`config.mk`:
```
export PLATFORM = sky130hd
export DESIGN_NAME = flash_status_poller
export DESIGN_NICKNAME = d
export VERILOG_FILES = /design/src/inc/flash_poll_pkg.sv /design/src/inc/flash_cycle_if.sv /design/src/hw/flash_cycle_engine.sv /design/src/hw/flash_status_poller.sv
export SDC_FILE = /design/constraint.sdc
export NUM_CORES = 1
export LEC_CHECK = 0
export ABC_AREA = 0
export CORE_UTILIZATION = 60
export CTS_BUF_LIST = sky130_fd_sc_hd__clkbuf_2 sky130_fd_sc_hd__clkbuf_4 sky130_fd_sc_hd__clkbuf_8
export DETAILED_ROUTE_END_ITERATION = 8
export DONT_BUFFER_PORTS = 1
export GPL_TIMING_DRIVEN = 1
export PLACE_DENSITY = 0.82
export REMOVE_ABC_BUFFERS = 1
export SLEW_MARGIN = 0
export SYNTH_ARGS = -nofsm -noshare
export SYNTH_HDL_FRONTEND = slang
export SYNTH_SLANG_ARGS = --single-unit
```
`constraint.sdc`:
```
create_clock -name clk -period 2.07 [get_ports clk]
set_input_delay 0.414 -clock clk [delete_from_list [all_inputs] [get_ports clk]]
set_output_delay 0.414 -clock clk [all_outputs]
set_load 0.02 [all_outputs]
```
`src/inc/flash_poll_pkg.sv`:
```
// Constants and types for the flash status polling controller.
// Assumes a parallel flash with toggle-bit status, driven through its own pins.
package flash_poll_pkg;
   // ==========================================================
   // Data bus bit positions
   localparam int DATA_POLL_POS    = 7;
   localparam int TOGGLE_ONE_POS   = 6;
   localparam int TIMEOUT_FAIL_POS = 5;
   localparam int ERASE_TIMER_POS  = 3;
   localparam int TOGGLE_TWO_POS   = 2;
   // ==========================================================
   // Command data values
   localparam logic [7:0] CMD_RESET = 8'hf0;
   // ==========================================================
   // Bus cycle timing, in clocks of 50 ns
   localparam int CLK_PERIOD_NS  = 50;
   localparam int STROBE_TIME_NS = 100;
   localparam int STROBE_CYCLES  = (STROBE_TIME_NS + CLK_PERIOD_NS - 1) / CLK_PERIOD_NS;
   localparam int GAP_TIME_NS    = 50;
   localparam int GAP_CYCLES     = (GAP_TIME_NS + CLK_PERIOD_NS - 1) / CLK_PERIOD_NS;
   // Timer reset value for cycle counter
   localparam logic [3:0] COUNT_ZERO = 4'h0;
   // ==========================================================
   // Polling results
   typedef enum logic [1:0] {RES_DONE, RES_FAIL, RES_TIMER_SET, RES_NONE} poll_result_t;
endpackage : flash_poll_pkg

```
`src/inc/flash_cycle_if.sv`:
```
// Interface carrying single bus cycle requests from the poller to the cycle engine.
// Assumes one clock domain shared by both modules.
`timescale 1ns/1ps
interface flash_cycle_if;
   logic       req;      // Start a cycle
   logic       write;    // 1 write, 0 read
   logic [17:0] addr;
   logic [7:0] wdata;
   logic       done;     // One-cycle pulse at end of cycle
   logic [7:0] rdata;    // Sampled read data
   modport master (output req, output write, output addr, output wdata,
                   input done, input rdata);
   modport engine (input req, input write, input addr, input wdata,
                   output done, output rdata);
endinterface : flash_cycle_if

```
`src/hw/flash_cycle_engine.sv`:
```
// Runs one flash read or write cycle on the device pins per request.
// Assumes the flash samples on strobe edges and data input is synchronous to clk.
`timescale 1ns/1ps
module flash_cycle_engine (
   input  wire logic        clk,
   input  wire logic        sys_rst,
   flash_cycle_if.engine    cyc,
   output logic [17:0]      flash_addr,
   output logic             chip_enable_n,
   output logic             output_enable_n,
   output logic             write_strobe_n,
   input  wire logic [7:0]  data_bus_in,
   output logic [7:0]       data_bus_out,
   output logic             data_bus_oe
);
   import flash_poll_pkg::*;
   typedef enum logic [1:0] {E_IDLE, E_STROBE, E_GAP} eng_state_t;
   eng_state_t state, next_state;
   logic [3:0] count, next_count;
   logic       is_write, next_is_write;
   logic [7:0] rdata, next_rdata;
   logic [17:0] next_addr;
   logic [7:0]  next_wdata;
   localparam logic [3:0] STROBE_LAST = 4'(STROBE_CYCLES - 1);
   localparam logic [3:0] GAP_LAST    = 4'(GAP_CYCLES - 1);

   // The four-bit phase counter must hold both phase lengths
   if (STROBE_CYCLES < 1 || STROBE_CYCLES > 16
       || GAP_CYCLES < 1 || GAP_CYCLES > 16) begin : g_bad_timing
      $error("Strobe or gap length outside the phase counter range");
   end

   // ==========================================================
   // Next state of the cycle sequencer
   always_comb begin
      next_state    = state;
      next_count    = count;
      next_is_write = is_write;
      next_rdata    = rdata;
      next_addr     = flash_addr;
      next_wdata    = data_bus_out;
      case (state)
         E_IDLE: begin
            if (cyc.req) begin
               next_state    = E_STROBE;
               next_count    = COUNT_ZERO;
               next_is_write = cyc.write;
               next_addr     = cyc.addr;
               next_wdata    = cyc.wdata;
            end
         end
         E_STROBE: begin
            if (count == STROBE_LAST) begin
               next_state = E_GAP;
               next_count = COUNT_ZERO;
               if (!is_write)
                  next_rdata = data_bus_in; // Sample before OE rises; counts as status read
            end else
               next_count = count + 4'h1;
         end
         E_GAP: begin
            if (count == GAP_LAST)
               next_state = E_IDLE;
            else
               next_count = count + 4'h1;
         end
         default: next_state = E_IDLE;
      endcase
   end

   // Register sequencer state
   always_ff @(posedge clk) begin
      if (sys_rst) begin
         state        <= E_IDLE;
         count        <= COUNT_ZERO;
         is_write     <= 1'b0;
         rdata        <= 8'h00;
         flash_addr   <= 18'h00000;
         data_bus_out <= 8'h00;
      end else begin
         state        <= next_state;
         count        <= next_count;
         is_write     <= next_is_write;
         rdata        <= next_rdata;
         flash_addr   <= next_addr;
         data_bus_out <= next_wdata;
      end
   end

   // Pin strobes; the data bus is driven only during a write (enable low = drive)
   assign chip_enable_n   = (state != E_STROBE);
   assign output_enable_n = !(state == E_STROBE && !is_write);
   assign write_strobe_n  = !(state == E_STROBE && is_write);
   assign data_bus_oe     = !(state != E_IDLE && is_write);
   assign cyc.done        = (state == E_GAP) && (count == GAP_LAST);
   assign cyc.rdata       = rdata;

   a_strobe_excl: assert property (@(posedge clk) disable iff (sys_rst)
      !(!output_enable_n && !write_strobe_n))
      else $error("Read and write strobes active together");
   a_done_after_strobe: assert property (@(posedge clk) disable iff (sys_rst)
      cyc.done |-> !$past(chip_enable_n, GAP_CYCLES) && chip_enable_n)
      else $error("Cycle done without a gap");
endmodule : flash_cycle_engine

```
`src/hw/flash_status_poller.sv`:
```
// Host-side poller: runs the toggle-bit and sector erase timer checks on a flash.
// Assumes the user has already written the program or erase command sequence.
`timescale 1ns/1ps
module flash_status_poller (
   input  wire logic                       clk,
   input  wire logic                       sys_rst,
   input  wire logic                       poll_start,
   input  wire logic                       timer_check,
   input  wire logic                       use_toggle_two,
   input  wire logic [17:0]                status_addr,
   output logic                            busy,
   output logic                            result_valid,
   output flash_poll_pkg::poll_result_t    result,
   output logic                            sector_erasing,
   output logic                            erase_suspended,
   output logic [17:0]                     flash_addr,
   output logic                            chip_enable_n,
   output logic                            output_enable_n,
   output logic                            write_strobe_n,
   input  wire logic [7:0]                 data_bus_in,
   output logic [7:0]                      data_bus_out,
   output logic                            data_bus_oe
);
   import flash_poll_pkg::*;
   typedef enum logic [2:0] {
      S_IDLE, S_READ_FIRST, S_READ_NEXT, S_RECHECK, S_RESET_WR, S_TIMER_RD, S_REPORT
   } poll_state_t;

   flash_cycle_if cyc ();
   flash_cycle_engine u_engine (
      .clk             (clk),
      .sys_rst         (sys_rst),
      .cyc             (cyc.engine),
      .flash_addr      (flash_addr),
      .chip_enable_n   (chip_enable_n),
      .output_enable_n (output_enable_n),
      .write_strobe_n  (write_strobe_n),
      .data_bus_in     (data_bus_in),
      .data_bus_out    (data_bus_out),
      .data_bus_oe     (data_bus_oe)
   );

   poll_state_t  state, next_state;
   logic         prev_bit, next_prev_bit;
   logic         prev_two, next_prev_two;
   logic         sel_two, next_sel_two;
   logic [17:0]  addr, next_addr;
   logic         issued, next_issued;
   poll_result_t next_result;
   logic         next_valid, next_erasing, next_suspended;

   // Toggle bit being watched: bit one, or bit two for sector status
   function automatic logic watched(input logic [7:0] d, input logic two);
      return two ? d[TOGGLE_TWO_POS] : d[TOGGLE_ONE_POS];
   endfunction : watched

   logic rd_bit;
   assign rd_bit = watched(cyc.rdata, sel_two);

   // ==========================================================
   // Polling sequence
   always_comb begin
      next_state     = state;
      next_prev_bit  = prev_bit;
      next_prev_two  = prev_two;
      next_sel_two   = sel_two;
      next_addr      = addr;
      next_issued    = issued;
      next_result    = result;
      next_valid     = 1'b0;
      next_erasing   = sector_erasing;
      next_suspended = erase_suspended;
      cyc.req        = 1'b0;
      cyc.write      = 1'b0;
      cyc.addr       = addr;                 // Status address inside the sector
      cyc.wdata      = CMD_RESET;
      case (state)
         S_IDLE: begin
            if (poll_start) begin
               next_state   = S_READ_FIRST;  // Always restart at the first double read
               next_addr    = status_addr;
               next_sel_two = use_toggle_two;
               next_issued  = 1'b0;
            end else if (timer_check) begin
               // Timer bit is read only on a request in idle with poll_start low
               next_state  = S_TIMER_RD;
               next_addr   = status_addr;
               next_issued = 1'b0;
            end
         end
         S_READ_FIRST: begin
            cyc.req     = !issued;
            next_issued = 1'b1;
            if (cyc.done) begin
               next_prev_bit = rd_bit;       // Store first sample
               next_prev_two = cyc.rdata[TOGGLE_TWO_POS];
               next_issued   = 1'b0;
               next_state    = S_READ_NEXT;
            end
         end
         S_READ_NEXT: begin
            cyc.req     = !issued;
            next_issued = 1'b1;
            if (cyc.done) begin
               next_issued   = 1'b0;
               next_prev_bit = rd_bit;
               next_prev_two = cyc.rdata[TOGGLE_TWO_POS];
               // Mode from bit one, sector from bit two
               next_suspended = (cyc.rdata[TOGGLE_ONE_POS] == prev_bit) && !sel_two
                                && (cyc.rdata[TOGGLE_TWO_POS] != prev_two);
               next_erasing   = (cyc.rdata[TOGGLE_TWO_POS] != prev_two);
               if (rd_bit == prev_bit) begin
                  next_result = RES_DONE;    // Stopped toggling: finished
                  next_state  = S_REPORT;
               end else if (cyc.rdata[TIMEOUT_FAIL_POS])
                  next_state  = S_RECHECK;   // Fail bit high: check again
            end
         end
         S_RECHECK: begin
            cyc.req     = !issued;
            next_issued = 1'b1;
            if (cyc.done) begin
               next_issued = 1'b0;
               if (rd_bit == prev_bit) begin
                  next_result = RES_DONE;
                  next_state  = S_REPORT;
               end else begin
                  next_result = RES_FAIL;    // Still toggling: reset the device
                  next_state  = S_RESET_WR;
               end
            end
         end
         S_RESET_WR: begin
            cyc.req     = !issued;
            cyc.write   = 1'b1;              // Single write of f0, any address
            next_issued = 1'b1;
            if (cyc.done) begin
               next_issued = 1'b0;
               next_state  = S_REPORT;
            end
         end
         S_TIMER_RD: begin
            cyc.req     = !issued;
            next_issued = 1'b1;
            if (cyc.done) begin
               next_issued = 1'b0;
               // Timer bit 1: erase started, added commands may be lost
               next_result = cyc.rdata[ERASE_TIMER_POS] ? RES_TIMER_SET : RES_NONE;
               next_state  = S_REPORT;
            end
         end
         S_REPORT: begin
            next_valid = 1'b1;
            next_state = S_IDLE;
         end
         default: next_state = S_IDLE;
      endcase
   end

   // Register polling state
   always_ff @(posedge clk) begin
      if (sys_rst) begin
         state           <= S_IDLE;
         prev_bit        <= 1'b0;
         prev_two        <= 1'b0;
         sel_two         <= 1'b0;
         addr            <= 18'h00000;
         issued          <= 1'b0;
         result          <= RES_NONE;
         result_valid    <= 1'b0;
         sector_erasing  <= 1'b0;
         erase_suspended <= 1'b0;
      end else begin
         state           <= next_state;
         prev_bit        <= next_prev_bit;
         prev_two        <= next_prev_two;
         sel_two         <= next_sel_two;
         addr            <= next_addr;
         issued          <= next_issued;
         result          <= next_result;
         result_valid    <= next_valid;
         sector_erasing  <= next_erasing;
         erase_suspended <= next_suspended;
      end
   end

   assign busy = (state != S_IDLE);

   a_fail_resets: assert property (@(posedge clk) disable iff (sys_rst)
      (state == S_RECHECK && next_state == S_RESET_WR) |=> result == RES_FAIL)
      else $error("Failure did not lead to reset write");
   a_reset_data: assert property (@(posedge clk) disable iff (sys_rst)
      !write_strobe_n |-> data_bus_out == CMD_RESET && !data_bus_oe)
      else $error("Reset write carries wrong data");
   a_start_first: assert property (@(posedge clk) disable iff (sys_rst)
      (state == S_IDLE && poll_start) |=> state == S_READ_FIRST)
      else $error("Poll did not restart at first read");
   a_two_reads: assert property (@(posedge clk) disable iff (sys_rst)
      (state == S_READ_NEXT && $past(state) == S_READ_FIRST) |-> !issued)
      else $error("Second read not fresh");
   a_done_report: assert property (@(posedge clk) disable iff (sys_rst)
      (state == S_READ_NEXT && cyc.done && rd_bit == prev_bit) |=> ##1 result_valid)
      else $error("Finished poll not reported");
   a_recheck_fail: assert property (@(posedge clk) disable iff (sys_rst)
      (state == S_READ_NEXT && cyc.done && rd_bit != prev_bit
       && cyc.rdata[TIMEOUT_FAIL_POS]) |=> state == S_RECHECK)
      else $error("Fail bit did not trigger recheck");
   a_timer_result: assert property (@(posedge clk) disable iff (sys_rst)
      (state == S_TIMER_RD && cyc.done) |=> result == (cyc.rdata[ERASE_TIMER_POS]
       ? RES_TIMER_SET : RES_NONE))
      else $error("Timer result wrong");
   a_status_addr: assert property (@(posedge clk) disable iff (sys_rst)
      !chip_enable_n |-> flash_addr == addr)
      else $error("Status read left the sector");
endmodule : flash_status_poller

```
==> flow_metrics.py <==
metrics = {
    "worst_setup_path": {
        "reg2reg_to": "u_engine.count[3]$_SDFFE_PP0P_",
        "cp-end-kind": "register",
        "r2r_start": "u_engine.state[1]$_SDFFE_PP0P_",
        "r2r_slack_ps": 210,
        "path_class": "register to register",
        "worst-r2r-cell-count": 7,
        "startpoint_type": "register",
        "crit_required_ps": 2320,
        "path_max_fanout": 7,
        "worst_ep_arrival_time_ps": 2110,
    },
    "yosys": {
        "yosys_warnings": 0,
        "ys_types": 51,
        "syn_avg_cell_area_um2": 8.23,
        "synth_flop_cell": "dfxtp_1",
        "yosys.area.top_type": "dfxtp_1",
        "synth_cells": 316,
        "synth_area_leaders": "dfxtp_1, nand2_1, a21oi_1",
        "synth_area_um2": 2600,
        "synth_top_area_frac": 0.462,
        "synth-seq-cells": 60,
        "synth_edf_count": 0,
        "ys_seq_area_frac": 0.462,
        "ys_async_sr_fraction": 0,
    },
    "final_layout": {
        "nets": 354,
        "fin_area_um2": 2880,
        "diodes": 0,
        "final_cell_mix": "nand2_1, dfxtp_1, a21oi_1, nor2_1, clkbuf_8",
        "drive_gt1_frac": 0.103,
        "area_growth_pct": 10.6,
        "layout_commonest_cell": "nand2_1",
        "final_cells": 371,
        "postLayoutCoreUtil": 0.704,
    },
    "route": {
        "routed_wl_um": 5150,
        "dr.pass1.iters": 4,
        "antenna_violating_nets_post_route": 0,
        "num_vias": 2058,
        "drcViolationCount": 0,
        "initialDrtViolationCount": 99,
        "wire_per_inst_um": 13.9,
        "vias_per_cell": 5.55,
    },
    "min_path": {
        "holdPathStages": 1,
        "holdPathEnd": "sector_erasing$_SDFFE_PP0P_",
        "hold_path_class": "primary input to register",
        "hold_start": "sys_rst",
    },
    "placement": {
        "io_buffers": 0,
        "place_area_um2": 2620,
        "gp_congestion": 0.851,
        "hpwl_um": 3290,
        "dp.cells": 355,
    },
    "die": {
        "row_count": 23,
        "initial_core_util": 0.637,
        "die_y_um": 67.8,
        "die_area_um2": 4600,
        "core_um2": 4090,
        "die_x_um": 67.8,
        "pin_count": 67,
    },
    "clock_tree": {
        "ctsResizeCount": 0,
        "cts-htree-levels": 3,
        "numCtsBuffers": 9,
        "cts_tree": "done",
        "cts_setup_buffers": 0,
        "clock_path_buffers": 2,
        "clk_pin_slew_ps": 70,
        "clk_latency_ps": 330,
        "cts.sinks": 60,
        "root_buffer": "clkbuf_8",
        "cts_hold_buffers": 0,
    },
    "timing": {
        "grt_setup_unrepaired": "false",
        "period_share": 0.899,
        "hold_viol_final": 0,
        "finalSetupViolations": 0,
        "fmax_ghz": 0.538,
        "fin_crit_ps": 1860,
        "fin_worst_skew_ps": 5.85,
        "fin_setup_tns_ps": 0,
        "maxSlewViolCount": 0,
    },
    "power_and_ir_drop": {
        "vdd.ir_drop.worst_v": 0.00136,
        "leakage_nw": 1.10,
        "powerDensity_nw_per_um2": 1500,
    },
    "global_routing": {
        "antenna_found_initial": 0,
        "grt_pass1_wl_um": 7780,
        "overflow": 0,
        "grt_max_degree": 62,
        "grt_usage": 0.233,
        "grt_pass1_vias": 1738,
    },
    "status": {
        "status": "complete, no violations",
    },
    "job": {
        "maxCapViolCount": 0,
    },
}
state kept, by name, summed over array words and instances, names as in the netlist, 2 cells and up:
signal and flops:
addr 18, u_engine.flash_addr 18, u_engine.count 4, u_engine.cyc.rdata 4
state 3, result 2, u_engine.state 2
kinds of logic (layout without fill, tap and decap cells):
group | Yosys count | after routing | synth area share
AND/OR/NAND/NOR | 140 | 140 | 0.245
AO/OA/AOI/OAI | 64 | 64 | 0.145
flip-flops | 60 | 60 | 0.462
buffers and inverters | 31 | 33 | 0.0577
multiplexers | 8 | 8 | 0.0356
adder cells (fa/ha/maj) | 7 | 7 | 0.0337
XOR/XNOR | 5 | 5 | 0.0197
other | 1 | 4 | 0.00144
power by group:
part | leakage, nW | internal, W | switching, W
clock | 0.126 | 0.000870 | 0.000466
combinational | 0.482 | 0.000463 | 0.000935
sequential | 0.489 | 0.00137 | 0.000216
total | 1.10 | 0.00270 | 0.00162
through the flow:
stage / setup slack (ps) / total power [W] / hold WS [ps]
5_1_grt: 55.7 / 0.00456 / 128
6_report: 210 / 0.00432 / 146
3_5_place_dp: 236 / 0.00300 / 437
4_1_cts: 221 / 0.00433 / 129
3_3_place_gp: 304 / 0.00296 / 430
2_1_floorplan: 369 / 0.00258 / 426
critical path, stage by stage, from the launching register on:
cell,delay (ps)
dfxtp_1,340
inv_1,90
ha_1,300
nor2_1,80
a311oi_1,320
nand3_1,200
or3_1,370
o221ai_1,70
how the worst max path moves through the flow:
| stage | slack, ps | endpoint | depth (start not counted) | from |
|---|---|---|---|---|
| finish | 210 | u_engine.count[3]$_SDFFE_PP0P_ | 7 | u_engine.state[1]$_SDFFE_PP0P_ |
| global route | 60 | u_engine.count[3]$_SDFFE_PP0P_ | 7 | u_engine.state[1]$_SDFFE_PP0P_ |
| CTS | 220 | u_engine.count[3]$_SDFFE_PP0P_ | 7 | u_engine.state[1]$_SDFFE_PP0P_ |
| detailed placement | 240 | u_engine.count[3]$_SDFFE_PP0P_ | 7 | u_engine.state[1]$_SDFFE_PP0P_ |
| global placement | 300 | state[1]$_SDFFE_PP0P_ | 7 | u_engine.state[0]$_SDFFE_PP0P_ |
| floorplan | 370 | u_engine.count[3]$_SDFFE_PP0P_ | 7 | u_engine.state[0]$_SDFFE_PP0P_ |
final cells by class:
class                      instances  area, µm²
sequential                        60       1200
multi-input combinational        228       1260
fill                             338       1210
clock inverter                     5        106
tap                               50       62.6
timing repair buffer               8       60.1
clock buffer                      11        151
inverter                           9       33.8
synth_stat cells, types with 2 or more instances:
| cell type | instances |
|---|---|
| ha_1 | 7 |
| buf_4 | 7 |
| nand2b_1 | 5 |
| nand2_1 | 85 |
| a221o_1 | 2 |
| a21o_1 | 2 |
| mux2i_1 | 7 |
| inv_1 | 8 |
| dfxtp_1 | 60 |
| nand3_1 | 8 |
| xor2_1 | 2 |
| buf_2 | 6 |
| and2_1 | 3 |
| nor2_1 | 18 |
| o21ai_0 | 4 |
| nor3_1 | 4 |
| nor2b_1 | 4 |
| o21ai_1 | 2 |
| xnor2_1 | 2 |
| o31ai_1 | 2 |
| a21oi_1 | 41 |
| clkbuf_1 | 8 |
routing by layer:
layer  vias up  wire (µm)  track usage  part of all wire
met1       967       2330        0.285              0.45
met3         7        261       0.0867             0.051
met2        37       2500        0.364              0.49
li1       1047          -            -                 -
met4         0         66        0.109             0.013
met5         -          0            0                 0
(Power assumes the default switching activity.)
